## config.mk

```make
export PLATFORM = sky130hd
export DESIGN_NAME = bnw_regs
export DESIGN_NICKNAME = d
export VERILOG_FILES = /design/src/rtl/bnw_pkg.sv /design/src/rtl/bnw_apb_port.sv /design/src/rtl/bnw_io_decode.sv /design/src/rtl/bnw_regs.sv
export SDC_FILE = /design/constraint.sdc
export NUM_CORES = 1
export LEC_CHECK = 0
export BUFFER_PORTS_ARGS = -buffer_cell sky130_fd_sc_hd__buf_2
export CORE_AREA = 2 2 128 130
export DETAILED_ROUTE_END_ITERATION = 8
export DIE_AREA = 0 0 130 132
export HOLD_SLACK_MARGIN = 0.03
export PLACE_DENSITY = 0.57
export SLEW_MARGIN = 20
export SYNTH_ARGS = -nofsm -noshare
export SYNTH_HDL_FRONTEND = slang
export SYNTH_SLANG_ARGS = --single-unit
```

## constraint.sdc

```tcl
create_clock -name pclk -period 3.45 [get_ports pclk]
set_input_delay 0.1725 -clock pclk [delete_from_list [all_inputs] [get_ports pclk]]
set_output_delay 0.1725 -clock pclk [all_outputs]
set_load 0.05 [all_outputs]
```

## src/rtl/bnw_pkg.sv

```systemverilog
// constants, types and helpers for the bridge bus number and i/o window registers
// What this block does
// - header layout code reads constant 01h
// - upstream bus number, read-write, resets 00h
// - downstream bus number, read-write, resets 00h
// - highest bus below, read-write, resets 00h
// - downstream latency timer hard-wired 00h
// - i/o capability nibbles read 1h
// - i/o base bits 15:12 writable, reset 0h
// - base low twelve address bits zero
// - i/o limit bits 15:12 writable, reset 0h
// - limit low twelve address bits all ones
// - upper halves from separate registers
// - forward i/o inside inclusive base..limit
package bnw_pkg;
    // ----------------------------------------
    // offsets
    // ----------------------------------------
    localparam int unsigned BNW_AW = 12;
    localparam logic [11:0] BNW_OFF_HDR = 12'h00c;
    localparam logic [11:0] BNW_OFF_BUS = 12'h018;
    localparam logic [11:0] BNW_OFF_IO = 12'h01c;
    localparam logic [11:0] BNW_OFF_IOUP = 12'h030;
    // ----------------------------------------
    // fields and reset values
    // ----------------------------------------
    localparam int unsigned BNW_HDR_LSB = 16;
    localparam int unsigned BNW_UPS_LSB = 0;
    localparam int unsigned BNW_DNS_LSB = 8;
    localparam int unsigned BNW_HIB_LSB = 16;
    localparam int unsigned BNW_LAT_LSB = 24;
    localparam int unsigned BNW_IOBC_LSB = 0;
    localparam int unsigned BNW_IOB_LSB = 4;
    localparam int unsigned BNW_IOLC_LSB = 8;
    localparam int unsigned BNW_IOL_LSB = 12;
    localparam int unsigned BNW_UPB_LSB = 0;
    localparam int unsigned BNW_UPL_LSB = 16;
    localparam logic [7:0] BNW_HDR_CODE = 8'h01;
    localparam logic [7:0] BNW_LAT_VAL = 8'h00;
    localparam logic [3:0] BNW_IO_CAP = 4'h1;
    localparam logic [7:0] BNW_BUS_RST = 8'h00;
    localparam logic [3:0] BNW_NIB_RST = 4'h0;
    localparam logic [15:0] BNW_UP_RST = 16'h0000;
    localparam logic [11:0] BNW_IO_LOW_BASE = 12'h000;
    localparam logic [11:0] BNW_IO_LOW_LIM = 12'hfff;
    localparam logic [31:0] BNW_ZERO = 32'h0000_0000;

    typedef enum logic [2:0] {
        BNW_SEL_NONE = 3'b000,
        BNW_SEL_HDR = 3'b001,
        BNW_SEL_BUS = 3'b010,
        BNW_SEL_IO = 3'b011,
        BNW_SEL_IOUP = 3'b100
    } bnw_sel_e;

    function automatic bnw_sel_e bnw_decode(input logic [11:0] addr);
        case (addr)
            BNW_OFF_HDR: bnw_decode = BNW_SEL_HDR;
            BNW_OFF_BUS: bnw_decode = BNW_SEL_BUS;
            BNW_OFF_IO: bnw_decode = BNW_SEL_IO;
            BNW_OFF_IOUP: bnw_decode = BNW_SEL_IOUP;
            default: bnw_decode = BNW_SEL_NONE;
        endcase
    endfunction : bnw_decode

    function automatic logic [7:0] bnw_merge8(input logic [7:0] old, input logic [7:0] wd,
                                             input logic en);
        bnw_merge8 = en ? wd : old;
    endfunction : bnw_merge8
endpackage : bnw_pkg

```

## src/rtl/bnw_apb_port.sv

```systemverilog
// apb access phase sequencer with one wait state
`timescale 1ns/1ns
module bnw_apb_port
    import bnw_pkg::*;
(
    input wire logic pclk,
    input wire logic presetn,
    input wire logic psel,
    input wire logic penable,
    output logic pready,
    output logic capture,
    output logic commit
);
    typedef enum logic [0:0] {
        BNW_ST_IDLE = 1'b0,
        BNW_ST_ACK = 1'b1
    } bnw_apb_e;
    typedef struct packed {
        bnw_apb_e st;
    } bnw_apb_s;

    bnw_apb_s q;
    bnw_apb_s next_q;

    // ----------------------------------------
    // sequencer
    // ----------------------------------------
    // capture on first access cycle, commit on the pready edge
    assign capture = psel && penable && (q.st == BNW_ST_IDLE);
    assign commit = psel && penable && (q.st == BNW_ST_ACK);
    assign pready = q.st[0];

    always_comb
    begin
        next_q = q;
        case (q.st)
            BNW_ST_IDLE: if (capture) next_q.st = BNW_ST_ACK;
            BNW_ST_ACK: next_q.st = BNW_ST_IDLE;
            default: next_q.st = BNW_ST_IDLE;
        endcase
    end

    always_ff @(posedge pclk or negedge presetn)
    begin
        if (!presetn) q <= '{st: BNW_ST_IDLE};
        else q <= next_q;
    end
endmodule : bnw_apb_port

```

## src/rtl/bnw_io_decode.sv

```systemverilog
// i/o window bound forming and forward decision
`timescale 1ns/1ns
module bnw_io_decode
    import bnw_pkg::*;
(
    input wire logic pclk,
    input wire logic presetn,
    input wire logic io_req,
    input wire logic [31:0] io_addr,
    input wire logic [3:0] base_nib,
    input wire logic [3:0] lim_nib,
    input wire logic [15:0] base_up,
    input wire logic [15:0] lim_up,
    output logic io_fwd_valid,
    output logic io_fwd
);
    typedef struct packed {
        logic valid;
        logic fwd;
    } bnw_dec_s;

    bnw_dec_s q;
    bnw_dec_s next_q;
    logic [31:0] lo;
    logic [31:0] hi;

    // ----------------------------------------
    // bounds and compare
    // ----------------------------------------
    assign lo = {base_up, base_nib, BNW_IO_LOW_BASE};
    assign hi = {lim_up, lim_nib, BNW_IO_LOW_LIM};

    always_comb
    begin
        next_q = q;
        next_q.valid = io_req;
        // a limit below the base yields an empty window
        next_q.fwd = io_req && (io_addr >= lo) && (io_addr <= hi);
    end

    always_ff @(posedge pclk or negedge presetn)
    begin
        if (!presetn) q <= '{valid: 1'b0, fwd: 1'b0};
        else q <= next_q;
    end

    assign io_fwd_valid = q.valid;
    assign io_fwd = q.fwd;
endmodule : bnw_io_decode

```

## src/rtl/bnw_regs.sv

```systemverilog
// bridge bus number and i/o window register bank with apb slave
//
// The APB interface to the registers was left to the implementer.
`timescale 1ns/1ns
module bnw_regs
    import bnw_pkg::*;
#(
    parameter int unsigned AW = BNW_AW
)
(
    input wire logic pclk,
    input wire logic presetn,
    input wire logic psel,
    input wire logic penable,
    input wire logic pwrite,
    input wire logic [AW-1:0] paddr,
    input wire logic [31:0] pwdata,
    input wire logic [3:0] pstrb,
    output logic pready,
    output logic [31:0] prdata,
    output logic pslverr,
    input wire logic io_req,
    input wire logic [31:0] io_addr,
    output logic io_fwd_valid,
    output logic io_fwd,
    output logic [7:0] upstream_bus_number,
    output logic [7:0] downstream_bus_number,
    output logic [7:0] highest_bus_below
);
    import bnw_pkg::*;

    // ----------------------------------------
    // state
    // ----------------------------------------
    typedef struct packed {
        logic [7:0] ups;
        logic [7:0] dns;
        logic [7:0] hib;
        logic [3:0] iob;
        logic [3:0] iol;
        logic [15:0] iob_up;
        logic [15:0] iol_up;
        logic [31:0] rdata;
        logic err;
    } bnw_regs_s;

    localparam bnw_regs_s BNW_RST = '{
        ups: BNW_BUS_RST,
        dns: BNW_BUS_RST,
        hib: BNW_BUS_RST,
        iob: BNW_NIB_RST,
        iol: BNW_NIB_RST,
        iob_up: BNW_UP_RST,
        iol_up: BNW_UP_RST,
        rdata: BNW_ZERO,
        err: 1'b0
    };

    bnw_regs_s q;
    bnw_regs_s next_q;
    logic capture;
    logic commit;
    logic wr;
    bnw_sel_e sel;
    logic [31:0] rd_word;

    // ----------------------------------------
    // bus handshake
    // ----------------------------------------
    bnw_apb_port u_port (
        .pclk(pclk),
        .presetn(presetn),
        .psel(psel),
        .penable(penable),
        .pready(pready),
        .capture(capture),
        .commit(commit)
    );

    assign sel = bnw_decode(paddr[11:0]);
    assign wr = commit && pwrite;

    // ----------------------------------------
    // read mux
    // ----------------------------------------
    always_comb
    begin
        rd_word = BNW_ZERO;
        case (sel)
            BNW_SEL_HDR:
            begin
                rd_word[BNW_HDR_LSB +: 8] = BNW_HDR_CODE;
            end
            BNW_SEL_BUS:
            begin
                rd_word[BNW_UPS_LSB +: 8] = q.ups;
                rd_word[BNW_DNS_LSB +: 8] = q.dns;
                rd_word[BNW_HIB_LSB +: 8] = q.hib;
                rd_word[BNW_LAT_LSB +: 8] = BNW_LAT_VAL;
            end
            BNW_SEL_IO:
            begin
                rd_word[BNW_IOBC_LSB +: 4] = BNW_IO_CAP;
                rd_word[BNW_IOB_LSB +: 4] = q.iob;
                rd_word[BNW_IOLC_LSB +: 4] = BNW_IO_CAP;
                rd_word[BNW_IOL_LSB +: 4] = q.iol;
            end
            BNW_SEL_IOUP:
            begin
                rd_word[BNW_UPB_LSB +: 16] = q.iob_up;
                rd_word[BNW_UPL_LSB +: 16] = q.iol_up;
            end
            default:
            begin
                rd_word = BNW_ZERO;
            end
        endcase
    end

    // ----------------------------------------
    // register update
    // ----------------------------------------
    always_comb
    begin
        next_q = q;
        if (capture)
        begin
            // read data and error register on the same edge that raises pready
            next_q.rdata = pwrite ? BNW_ZERO : rd_word;
            next_q.err = (sel == BNW_SEL_NONE);
        end
        if (wr)
        begin
            case (sel)
                BNW_SEL_BUS:
                begin
                    next_q.ups = bnw_merge8(q.ups, pwdata[BNW_UPS_LSB +: 8], pstrb[0]);
                    next_q.dns = bnw_merge8(q.dns, pwdata[BNW_DNS_LSB +: 8], pstrb[1]);
                    next_q.hib = bnw_merge8(q.hib, pwdata[BNW_HIB_LSB +: 8], pstrb[2]);
                    // latency byte has no storage, lane 3 dropped
                end
                BNW_SEL_IO:
                begin
                    // only the upper nibbles store, capability nibbles stay constant
                    if (pstrb[0]) next_q.iob = pwdata[BNW_IOB_LSB +: 4];
                    if (pstrb[1]) next_q.iol = pwdata[BNW_IOL_LSB +: 4];
                end
                BNW_SEL_IOUP:
                begin
                    next_q.iob_up[7:0] = bnw_merge8(q.iob_up[7:0], pwdata[7:0], pstrb[0]);
                    next_q.iob_up[15:8] = bnw_merge8(q.iob_up[15:8], pwdata[15:8], pstrb[1]);
                    next_q.iol_up[7:0] = bnw_merge8(q.iol_up[7:0], pwdata[23:16], pstrb[2]);
                    next_q.iol_up[15:8] = bnw_merge8(q.iol_up[15:8], pwdata[31:24], pstrb[3]);
                end
                default:
                begin
                    // header word is constant, unmapped writes vanish
                    next_q = next_q;
                end
            endcase
        end
    end

    always_ff @(posedge pclk or negedge presetn)
    begin
        if (!presetn) q <= BNW_RST;
        else q <= next_q;
    end

    // ----------------------------------------
    // window decision
    // ----------------------------------------
    bnw_io_decode u_dec (
        .pclk(pclk),
        .presetn(presetn),
        .io_req(io_req),
        .io_addr(io_addr),
        .base_nib(q.iob),
        .lim_nib(q.iol),
        .base_up(q.iob_up),
        .lim_up(q.iol_up),
        .io_fwd_valid(io_fwd_valid),
        .io_fwd(io_fwd)
    );

    // ----------------------------------------
    // outputs
    // ----------------------------------------
    assign prdata = q.rdata;
    assign pslverr = q.err;
    assign upstream_bus_number = q.ups;
    assign downstream_bus_number = q.dns;
    assign highest_bus_below = q.hib;
endmodule : bnw_regs

```

# Word-level counts from Yosys, hierarchy flattened
# Cells that the tools add are included.
[classes]
n_lt_le_gt_ge = 2
n_eq_ne = 8
muxes = 8
bitwise = 1
n_reduce_logical = 16
[ops]
columns = ["operator", "n"]
rows = [
  ["16-bit one-hot mux with 3 select lines", 1],
  ["33-bit 2-to-1 mux", 1],
  ["32-bit greater-or-equal comparator", 1],
  ["32-bit less-or-equal comparator", 1],
  ["32-bit 2-to-1 mux", 1],
  ["3-bit AND reduction", 9],
  ["12-bit by 5-bit equality test with 1-bit output (second input constant)", 2],
  ["8-bit one-hot mux with 3 select lines", 1],
  ["12-bit by 4-bit equality test with 1-bit output (second input constant)", 1],
  ["12-bit by 6-bit equality test with 1-bit output (second input constant)", 1],
  ["3-bit one-hot mux with 4 select lines", 1],
  ["8-bit 2-to-1 mux", 1],
  ["3-bit by 2-bit equality test with 1-bit output (second input constant)", 2],
  ["1-bit logical AND", 6],
  ["3-bit by 1-bit equality test with 1-bit output (second input constant)", 1],
  ["3-bit equality test (second input constant)", 1],
  ["3-bit logical NOT", 1],
  ["1-bit one-hot mux with 2 select lines", 1],
  ["1-bit 2-to-1 mux", 1],
  ["1-bit inverter", 1],
]
[totals]
ff_bits = 100
in_bits = 86
wordCells = 49

# Longest topological paths before layout
# Gate-level depths: netlist of run 1.
[depth]
depth_word = 6
mapped_depth = 7

# Cells and area by module
# Synthesis of run 1 repeated with hierarchy kept, for this count alone.
[hier_totals]
cells_unflattened = 518
area_unflattened_um2 = 5706.7
[modules_own_cells]
columns = ["mod", "n_inst", "cells_per_inst", "area_per_inst_um2", "seq_area_each_um2"]
rows = [
  ["bnw_regs", 1, 366, 4531.8, 2427.3],
  ["bnw_io_decode", 1, 149, 1133.6, 50.0],
  ["bnw_apb_port", 1, 3, 41.3, 25.0],
]

# Worst setup path before layout of run 1
# No wires, ideal clock.
[synth_path]
path_type = "flip-flop to flip-flop"
start = "register u_port.q, in the netlist u_port.pready"
end = "register q, in the netlist prdata[22]"
arrival_time_ns = 1.801
slack_ns = 1.522
stages_incl_launch_ff = 8
path_buffers = 2
period_less_slack_ns = 1.928
path_cell_list = "dfrtp_1 -> nand3b_1 -> clkbuf_1 -> nor2_1 -> and2_1 -> buf_2 -> a222oi_1 -> inv_1"
[synth_via]
elab_chain_len = 3
[synth_lines]
columns = ["element", "line", "source"]
rows = [
  ["from (decl)", "bnw_apb_port.sv:22", "bnw_apb_s q;"],
  ["from (signal assigned)", "bnw_apb_port.sv:45", "if (!presetn) q <= '{st: BNW_ST_IDLE};"],
  ["from (signal assigned)", "bnw_apb_port.sv:46", "else q <= next_q;"],
  ["1-bit inverter", "bnw_apb_port.sv:29", "assign capture = psel && penable && (q.st == BNW_ST_IDLE);"],
  ["1-bit logical AND", "bnw_apb_port.sv:29", ""],
  ["33-bit 2-to-1 mux", "bnw_regs.sv:126", "if (capture)"],
  ["to (signal assigned)", "bnw_regs.sv:167", "else q <= next_q;"],
  ["to (decl)", "bnw_regs.sv:59", "bnw_regs_s q;"],
]
# No other way between the ends.
# A chain may end at the register's enable or synchronous reset.

# Final worst setup path of run 1
[layout_path]
start = "register u_port.q, in the netlist u_port.pready"
end = "register q, in the netlist prdata[20]"
# Same word-level chain as after synthesis.

==> results of run 1 <==
area by class of cell:
class	instances	area (um2)
Clock inverter	6	41.3
Multi-Input combinational cell	280	2340
Tap cell	216	270
Inverter	50	188
Timing Repair Buffer	153	793
Clock buffer	10	229
Sequential cell	100	2500
Fill cell	1558	9350
flip-flops by register name (all words and copies together), names as in the netlist:
signal                 flops
u_dec.io_fwd_valid         1
u_port.pready              1
u_dec.io_fwd               1
highest_bus_below          8
upstream_bus_number        8
downstream_bus_number      8
prdata                    32
q                         40
pslverr                    1
cells in the mapped netlist, drive strengths merged, types with 2 or more instances:
master / instances
ha: 40
a221o: 3
a221oi: 2
a21o: 3
nor3b: 2
a21oi: 16
o21ai: 30
inv: 50
nor4b: 2
dfrtp: 100
mux2: 53
nor4: 4
nor2b: 4
a222oi: 15
a22o: 10
buf: 70
nand3: 4
and4: 4
nor3: 4
nand4: 9
and2: 2
nor2: 7
a22oi: 7
clkbuf: 6
nand2: 38
and3: 8
a2111oi: 2
worst max path at each step:
stage	slack (ps)	end	from	depth (start not counted)
floorplan	1520	prdata[22]	u_port.pready	7
global placement	1300	highest_bus_below[2]	paddr[11]	6
detailed placement	1210	downstream_bus_number[0]	paddr[7]	6
CTS	1250	prdata[20]	u_port.pready	5
global route	1060	prdata[20]	u_port.pready	5
finish	1300	prdata[20]	u_port.pready	5
power groups by stage:
stage / Sequential (mW) / Clock (mW) / Combinational, mW
2_1_floorplan: 1.21 / 0 / 0.0578
3_3_place_gp: 1.20 / 0 / 0.187
3_5_place_dp: 1.20 / 0 / 0.191
4_1_cts: 1.18 / 0.959 / 0.194
5_1_grt: 1.18 / 1.01 / 0.216
6_report: 1.18 / 0.934 / 0.191
routing by layer:
metal	GRT usage, %	wire, um
met4	4.84	207
met1	22.1	6330
met3	4.50	804
met2	28.5	6840
met5	0	0
stage by stage:
step                      cells  area (um2)  utilization [%]
final                       815        6360             40.5
after global routing        815        6360             40.5
after CTS                   815        6360             40.5
after detailed placement    797        6070             38.7
after global placement      797        6070             38.7
after floorplan             506        5570                -
cells by family after synthesis:
family | synth area share [%]
simple gates | 9.61
buf+inv | 13.1
mux | 11.4
flops | 44.9
fa+ha+maj | 8.98
compound gates | 12.0
worst max-delay path: cells and delay by family (launching register included):
family	cells	cell delay, ps
AO/OA/AOI/OAI	1	280
buffers and inverters	2	380
flip-flops	1	390
AND/OR/NAND/NOR	2	1020
timing repair:
| action | 4_1_cts | 5_1_grt |
|---|---|---|
| hold buffers | 2 | 0 |
| endpoints found under the hold margin | 61 | 0 |
| resized for setup | 0 | 0 |
==> flow_summary.json, run 1 <==
{
  "worst-r2r-cell-count": 5,
  "htreeDepth": 3,
  "min_path_cells": 2,
  "synth_area_leader_cell": "dfrtp_1",
  "nNetsFinal": 720,
  "die_y_um": 132,
  "overflow": 0,
  "switchingPower_uw": 567,
  "synth_ff_type": "dfrtp_1",
  "insertion_delay_ps": 350,
  "holdWs_ps": 51.5,
  "reg2reg_to": "prdata[20]",
  "wirelength_um": 14200,
  "vias": 4118,
  "synth_cells": 506,
  "fin_crit_ps": 2150,
  "antenna_left": 0,
  "worstSetupPathType": "reg2reg",
  "die_w_um": 130,
  "core_area_um2": 15700,
  "hold_viol_final": 0,
  "max_freq_mhz": 465,
  "hold_start": "pwdata[24]",
  "hold_class": "in2reg",
  "first_pass_iters": 6,
  "mostFrequentLayoutCells": "144 x buf_2, 100 x dfrtp_1, 50 x inv_1",
  "status": "completed",
  "async_flop_share_pct": 100,
  "vias_per_cell": 5.05,
  "fin_crit_sh_pct": 62.4,
  "p_per_area_nw_per_um2": 362,
  "clockBufferDepth": 2,
  "relSlewSlack_pct": 30.8,
  "num_rows": 46,
  "dp_slack_ps": 1210,
  "worst_path_max_delay_cell": "nor3_2",
  "synth_top_cell_area_share_pct": 44.9,
  "floorplan.initialDensity_pct": 35.5,
  "syn_nets": 632,
  "setup_viol": 0,
  "cts_setup_buffers": 0,
  "ff2ff_setup_slack_ps": 1300,
  "p_total_mw": 2.30,
  "sw_frac_of_total_pct": 24.6,
  "grt_use_total_pct": 17.2,
  "grt_antenna_before_repair": 0,
  "synth_area_per_cell_um2": 11.0,
  "end_kind": "register",
  "skew_ps": 11.1,
  "die-area_um2": 17200,
  "p_int_mw": 1.74,
  "n_antenna_cell": 0,
  "io_pins": 146,
  "peakVddDrop_mv": 0.222,
  "r2r_start": "u_port.pready",
  "worst_slack_ps": 1300,
  "grt_max_degree": 63,
  "min_to": "q[41]",
  "cts_tree": "done",
  "final_common_cell": "buf_2",
  "synthToLayoutAreaGrowth_pct": 14.2,
  "cap_violations": 0,
  "syn_area_um2": 5570,
  "clockPowerShare_pct": 40.5,
  "critical_path.max_stage_delay_ps": 870,
  "power_frac_comb_pct": 8.3,
  "synth_warnings": 0,
  "ys_ff_latch": 100,
  "clk_pin_slew_ps": 70,
  "required_ps": 3740,
  "p_leak_nw": 3.25,
  "cp-start-kind": "register",
  "worst_slew_pin_slew_ps": 1030,
  "synth.area.top_cells": "dfrtp_1 45%, mux2_2 9.1%, ha_1 9.0%",
  "drc": 0,
  "wl_per_cell_um": 17.4,
  "ys_seq_area_share_pct": 44.9,
  "hpwl_um": 11300,
  "cts_root_buf": "clkbuf_16",
  "p_seq_share_pct": 51.2,
  "cts_buffers": 9,
  "yosysUniqueCellTypes": 49,
  "synth-edff-count": 0,
  "cts_num_sinks": 100,
  "drt-initial-drc-count": 291,
  "globalplace.congestion": 0.800,
  "port_buffers": 145,
  "rsz0062_at_grt": "false",
  "slew_violations": 0,
  "grt_pass1_wl_um": 22800,
  "crit_fanout": 39,
  "finalSetupTns_ps": 0,
  "crit_chain": "nand3b_1 -> buf_4 -> nor3_2 -> a222oi_1 -> inv_1",
  "drive_above_1_share_pct": 38.1,
  "arrival_ps": 2440,
  "first_global_vias": 4434
}
No activity file was read; power rests on OpenSTA's default activity.
==> run 2: changes to the inputs <==
--- a/config.mk
+++ b/config.mk
@@ -5,10 +5,11 @@
 export SDC_FILE = /design/constraint.sdc
 export NUM_CORES = 1
 export LEC_CHECK = 0
+export ABC_AREA = 1
 export BUFFER_PORTS_ARGS = -buffer_cell sky130_fd_sc_hd__buf_2
-export CORE_AREA = 2 2 128 130
+export CORE_AREA = 2 2 132 134
 export DETAILED_ROUTE_END_ITERATION = 8
-export DIE_AREA = 0 0 130 132
+export DIE_AREA = 0 0 134 136
 export HOLD_SLACK_MARGIN = 0.03
 export PLACE_DENSITY = 0.57
 export SLEW_MARGIN = 20
==> constraint.sdc (replaced) <==
create_clock -name pclk -period 2.23 [get_ports pclk]
set_input_delay 0.1115 -clock pclk [delete_from_list [all_inputs] [get_ports pclk]]
set_output_delay 0.1115 -clock pclk [all_outputs]
set_load 0.05 [all_outputs]
==> flow_summary.json, run 2 <==
{
  "ys_seq_area_share_pct": 41.8,
  "required_ps": 2480,
  "overflow": 0,
  "cpMostUsedCell": "nor2_1",
  "end_kind": "register",
  "finalSetupTns_ps": 0,
  "yosysUniqueCellTypes": 28,
  "num_rows": 48,
  "mostFrequentLayoutCells": "228 x nand2_1, 144 x buf_2, 100 x dfrtp_1",
  "use_met2_pct": 27.9,
  "critical_path.max_stage_delay_ps": 380,
  "synthToLayoutAreaGrowth_pct": 16.9,
  "cts_root_buf": "clkbuf_16",
  "dp_slack_ps": 483,
  "nNetsFinal": 1005,
  "io_pins": 146,
  "die-area_um2": 18200,
  "synth_mux_area_share_pct": 0,
  "yosysMostFrequentCell": "nand2_1",
  "slew_violations": 0,
  "fillers": 1758,
  "synthTopCellsByCount": "228 x nand2_1, 100 x dfrtp_1, 97 x inv_1",
  "port_buffers": 145,
  "p_per_area_nw_per_um2": 530,
  "grt_antenna_before_repair": 0,
  "worst_slew_pin_slew_ps": 645,
  "synth_xor_area_share_pct": 0,
  "cts_buffers": 9,
  "crit_chain": "inv_1 -> ha_1 -> nand2_1 -> nor2_1 -> nand2_1 -> nor2_1 -> nand2_1 -> nand2_1 -> nor2_1 -> nor2_1 -> nor2_1",
  "final_common_cell": "nand2_1",
  "status": "completed",
  "worstSetupPathType": "reg2reg",
  "worst_path_max_delay_cell": "dfrtp_1",
  "drive_above_1_share_pct": 23.1,
  "synth_ff_type": "dfrtp_1",
  "first_global_vias": 4884,
  "ff_latch_area_um2": 2500,
  "worst-r2r-cell-count": 11,
  "core_area_um2": 16900,
  "grt-busiest-layer": "met2",
  "synth_compound_area_share_pct": 8.75,
  "setup_viol": 0,
  "cts_num_sinks": 100,
  "ys_ff_latch": 100,
  "synth-adder-area-share_pct": 8.37,
  "relSlewSlack_pct": 56.9,
  "n_antenna_cell": 0,
  "rsz0062_at_grt": "false",
  "min_path_cells": 3,
  "globalplace.congestion": 0.829,
  "insertion_delay_ps": 360,
  "grt_max_degree": 44,
  "synth-edff-count": 0,
  "vias_per_cell": 4.52,
  "grt_use_total_pct": 18.3,
  "htreeDepth": 3,
  "cp-start-kind": "register",
  "syn_nets": 899,
  "post_cts_resized": 0,
  "antenna_left": 0,
  "worst_slack_ps": 497,
  "peakVddDrop_mv": 0.387,
  "fin_crit_ps": 1730,
  "synth_cells": 773,
  "grt_pass1_wl_um": 25400,
  "drc": 0,
  "skew_ps": 7.45,
  "clk_pin_slew_ps": 70,
  "largest_register_ffs": 40,
  "hold_class": "in2reg",
  "max_freq_mhz": 577,
  "synth-simple-area-share_pct": 25.8,
  "synth_warnings": 0,
  "wirelength_um": 15800,
  "hpwl_um": 12400,
  "gr-usage-met3_pct": 4.18,
  "synth_top_cell_area_share_pct": 41.8,
  "use_met1_pct": 25.9,
  "die_y_um": 136,
  "largest-register": "q",
  "die_w_um": 134,
  "synth_area_leader_cell": "dfrtp_1",
  "arrival_ps": 1990,
  "synth.area.top_cells": "dfrtp_1 42%, nand2_1 14%, ha_1 8.4%",
  "clockBufferDepth": 2,
  "multi_input_area_um2": 2570,
  "hold_viol_final": 0,
  "syn_area_um2": 5980,
  "holdWs_ps": 31.9,
  "floorplan.initialDensity_pct": 35.4,
  "p_leak_nw": 3.76,
  "async_flop_share_pct": 100,
  "cts_tree": "done",
  "first_pass_iters": 5,
  "vias": 5018,
  "drt-initial-drc-count": 287,
  "crit_fanout": 3,
  "synth_area_per_cell_um2": 7.74,
  "wl_per_cell_um": 14.3,
  "synth_top_family_by_area": "simple AND/OR/NAND/NOR gates",
  "fin_crit_sh_pct": 77.7,
  "cap_violations": 0
}
-- run 2: logic make-up after synthesis --
kind of cell	count (synthesis)
and+or+nand+nor	357
adders and majority gates	40
buffers and inverters	179
AOI/OAI and AO/OA	97
DFF	100
-- run 2: area by class of cell --
cell class | count | area share, %
multi-input combinational | 494 | 36.7
sequential | 100 | 35.8
timing repair buffer | 171 | 14.0
inverter | 103 | 5.53
tap | 225 | 4.03
clock buffer | 11 | 3.47
clock inverter | 5 | 0.501
-- run 2: worst max-delay path, delay by kind of cell, from the launching register on --
| family | cells | cell delay (ps) |
|---|---|---|
| fa+ha+maj | 1 | 280 |
| simple gates | 9 | 920 |
| flops | 1 | 380 |
| buf+inv | 1 | 50 |
-- run 2: final timing paths --
path / to / startpoint / slack [ps]
min: downstream_bus_number[1] / pwdata[9] / 30
min reg2reg: prdata[17] / prdata[17] / 480
max: u_dec.io_fwd / q[48] / 500
max in group asynchronous: q[68] / presetn / 1270
min in group asynchronous: prdata[22] / presetn / 250
max reg2reg: u_dec.io_fwd / q[48] / 500
-- run 2: power breakdown --
group          internal [mW]  switching (mW)
Combinational          0.142           0.230
Clock                  0.790           0.720
Sequential              1.82         0.00262
Total                   2.75           0.953
-- run 2: what timing repair did --
action / 4_1_cts / 5_1_grt
buffers inserted: 0 / 0
hold endpoints to repair: 51 / 0
hold buffers: 16 / 0
-- run 2: stage by stage --
step / area, um2 / power [mW] / cells / utilization, %
final: 6990 / 3.70 / 1109 / 41.4
after global placement: 6550 / 2.21 / 1077 / 38.8
after floorplan: 5980 / 2.02 / 773 / -
after detailed placement: 6550 / 2.21 / 1077 / 38.8
after CTS: 6990 / 3.74 / 1109 / 41.4
after global routing: 6990 / 3.87 / 1109 / 41.4
-- run 2: metal layers --
| layer | up-vias | routed length (um) |
|---|---|---|
| met2 | 141 | 6800 |
| met4 | 0 | 301 |
| met5 | - | 0 |
| met1 | 2242 | 7870 |
| li1 | 2615 | - |
| met3 | 20 | 853 |
==> run 3: changes to the inputs <==
--- a/config.mk
+++ b/config.mk
@@ -11,7 +11,7 @@
 export DETAILED_ROUTE_END_ITERATION = 8
 export DIE_AREA = 0 0 134 136
 export HOLD_SLACK_MARGIN = 0.03
-export PLACE_DENSITY = 0.57
+export PLACE_DENSITY = 0.59
 export SLEW_MARGIN = 20
 export SYNTH_ARGS = -nofsm -noshare
 export SYNTH_HDL_FRONTEND = slang
==> constraint.sdc (replaced) <==
create_clock -name pclk -period 1.5 [get_ports pclk]
set_input_delay 0.075 -clock pclk [delete_from_list [all_inputs] [get_ports pclk]]
set_output_delay 0.075 -clock pclk [all_outputs]
set_load 0.05 [all_outputs]
==> flow_summary.json, run 3 (synthesized netlist as in run 2, its figures left out) <==
{
  "mostFrequentLayoutCells": "224 x nand2_1, 144 x buf_2, 99 x dfrtp_1",
  "n_antenna_cell": 0,
  "required_ps": 1750,
  "holdWs_ps": 36.6,
  "ff2ff_setup_slack_ps": -40,
  "wirelength_um": 16300,
  "hold_viol_final": 0,
  "die-area_um2": 18200,
  "worst_slack_ps": -35.1,
  "wl_per_cell_um": 14.3,
  "die_y_um": 136,
  "cts_tree": "done",
  "antenna_left": 0,
  "insertion_delay_ps": 350,
  "hpwl_um": 12600,
  "grt_max_degree": 36,
  "fin_crit_sh_pct": 102,
  "final_area_um2": 7460,
  "cap_violations": 0,
  "io_pins": 146,
  "cpMostUsedCell": "nor2_1",
  "dp_slack_ps": -101,
  "skew_ps": 8.10,
  "p_leak_nw": 4.01,
  "vias": 5222,
  "grt_use_total_pct": 18.5,
  "vias_per_cell": 4.56,
  "critical_path.max_stage_delay_ps": 400,
  "htreeDepth": 3,
  "worst_path_max_delay_cell": "dfrtp_1",
  "crit_fanout": 3,
  "num_rows": 48,
  "worstSetupPathType": "reg2reg",
  "switchingPower_mw": 1.36,
  "largest-register": "q",
  "crit_chain": "inv_2 -> ha_4 -> nand2_4 -> nor2_2 -> nand2_2 -> nor2_2 -> nand2_1 -> nand2_1 -> nor2_1 -> nor2_1 -> nor2_1",
  "first_pass_iters": 6,
  "drive_above_1_share_pct": 27.2,
  "die_w_um": 134,
  "fillers": 1757,
  "finalNonFillerCells": 1144,
  "clockBufferDepth": 2,
  "final_common_cell": "nand2_1",
  "power_frac_comb_pct": 11.3,
  "relSlewSlack_pct": 67.4,
  "p_int_mw": 4.12,
  "core_area_um2": 16900,
  "globalplace.congestion": 0.847,
  "overflow": 0,
  "arrival_ps": 1780,
  "grt_pass1_wl_um": 25900,
  "max_freq_mhz": 651,
  "port_buffers": 145,
  "dp.cells": 1097,
  "violations": "negative setup slack",
  "clk_pin_slew_ps": 70,
  "hold_class": "in2reg",
  "sw_frac_of_total_pct": 24.8,
  "cts_num_sinks": 100,
  "largest_register_ffs": 40,
  "grt_antenna_before_repair": 0,
  "fin_crit_ps": 1540,
  "clockPowerShare_pct": 39.2,
  "end_kind": "register",
  "cts_root_buf": "clkbuf_16",
  "floorplan.initialDensity_pct": 35.4,
  "placed_cell_area_um2": 6750,
  "peakVddDrop_mv": 0.529,
  "slew_violations": 0,
  "synthToLayoutAreaGrowth_pct": 24.7,
  "drc": 0,
  "cts_buffers": 9,
  "rsz0062_at_grt": "true",
  "worst_slew_pin_slew_ps": 489,
  "cp-start-kind": "register",
  "nNetsFinal": 1042,
  "status": "finished, violations left",
  "finalSetupTns_ps": -35.1,
  "p_seq_share_pct": 49.5,
  "drt-initial-drc-count": 307,
  "setup_viol": 1,
  "p_per_area_nw_per_um2": 734,
  "first_global_vias": 4922
}
==> run 3: cell count changes in the layout (fill, tap and decap cells not counted), moves of 4 or more <==
cell and change:
buf_4 +22, dlygate4sd3_1 +12, nor2_1 -9, nor2_2 +9, ha_1 -7, ha_4 +7, inv_1 -4, inv_2 +4
nand2_1 -4, nand2_4 +4
==> run 3: cell type report <==
| type | instances | area, um2 | share of cell area, % |
|---|---|---|---|
| Inverter | 103 | 387 | 5.18 |
| Sequential cell | 100 | 2500 | 33.6 |
| Tap cell | 225 | 282 | 3.77 |
| Clock inverter | 1 | 8.76 | 0.117 |
| Multi-Input combinational cell | 494 | 2710 | 36.3 |
| Clock buffer | 13 | 250 | 3.36 |
| Timing Repair Buffer | 208 | 1320 | 17.7 |
==> run 3: timing repair <==
item	in CTS	in global routing
hold endpoints to repair	73	0
resized for setup	10	15
setup buffers	4	1
hold buffers	28	0
pin swaps	8	8
endpoints found under the setup margin	1	10
cloned	0	0
==> run 3: through the flow <==
step           power (mW)  util, %
3_5_place_dp         3.31     40.0
4_1_cts              5.53     43.7
5_1_grt              5.74     44.2
2_1_floorplan        3.00        -
3_3_place_gp         3.30     40.0
6_report             5.47     44.2
==> run 3: power groups by stage <==
stage / clock network (mW) / registers [mW] / logic, mW
after floorplan: 0 / 2.79 / 0.213
after global placement: 0 / 2.76 / 0.541
after detailed placement: 0 / 2.76 / 0.546
after CTS: 2.21 / 2.71 / 0.612
after global routing: 2.34 / 2.71 / 0.698
final: 2.15 / 2.71 / 0.617
==> run 3: critical path, delay by kind of cell, from the launching register on <==
| family | cells | cell delay (ps) |
|---|---|---|
| buffers and inverters | 1 | 60 |
| adder cells (fa/ha/maj) | 1 | 270 |
| flip-flops | 1 | 400 |
| AND/OR/NAND/NOR | 9 | 710 |
==> run 3: path summary, 6_finish.rpt <==
check / from / to / cells past startpoint
max in group asynchronous: presetn / q[57] / 3
worst min register to register: prdata[17] / prdata[17] / 2
worst min-delay path: pwdata[5] / upstream_bus_number[5] / 3
worst max-delay path: q[44] / u_dec.io_fwd / 11
min in group asynchronous: presetn / prdata[23] / 2
worst max register to register: q[44] / u_dec.io_fwd / 11
==> run 3: metal layers <==
layer  wire length, um  GRT usage [%]  vias to the layer above
li1                  -              -                     2677
met1              7900           26.2                     2371
met2              7230           28.1                      154
met3               887           3.88                       20
met4               311           6.03                        0
met5                 0              0                        -
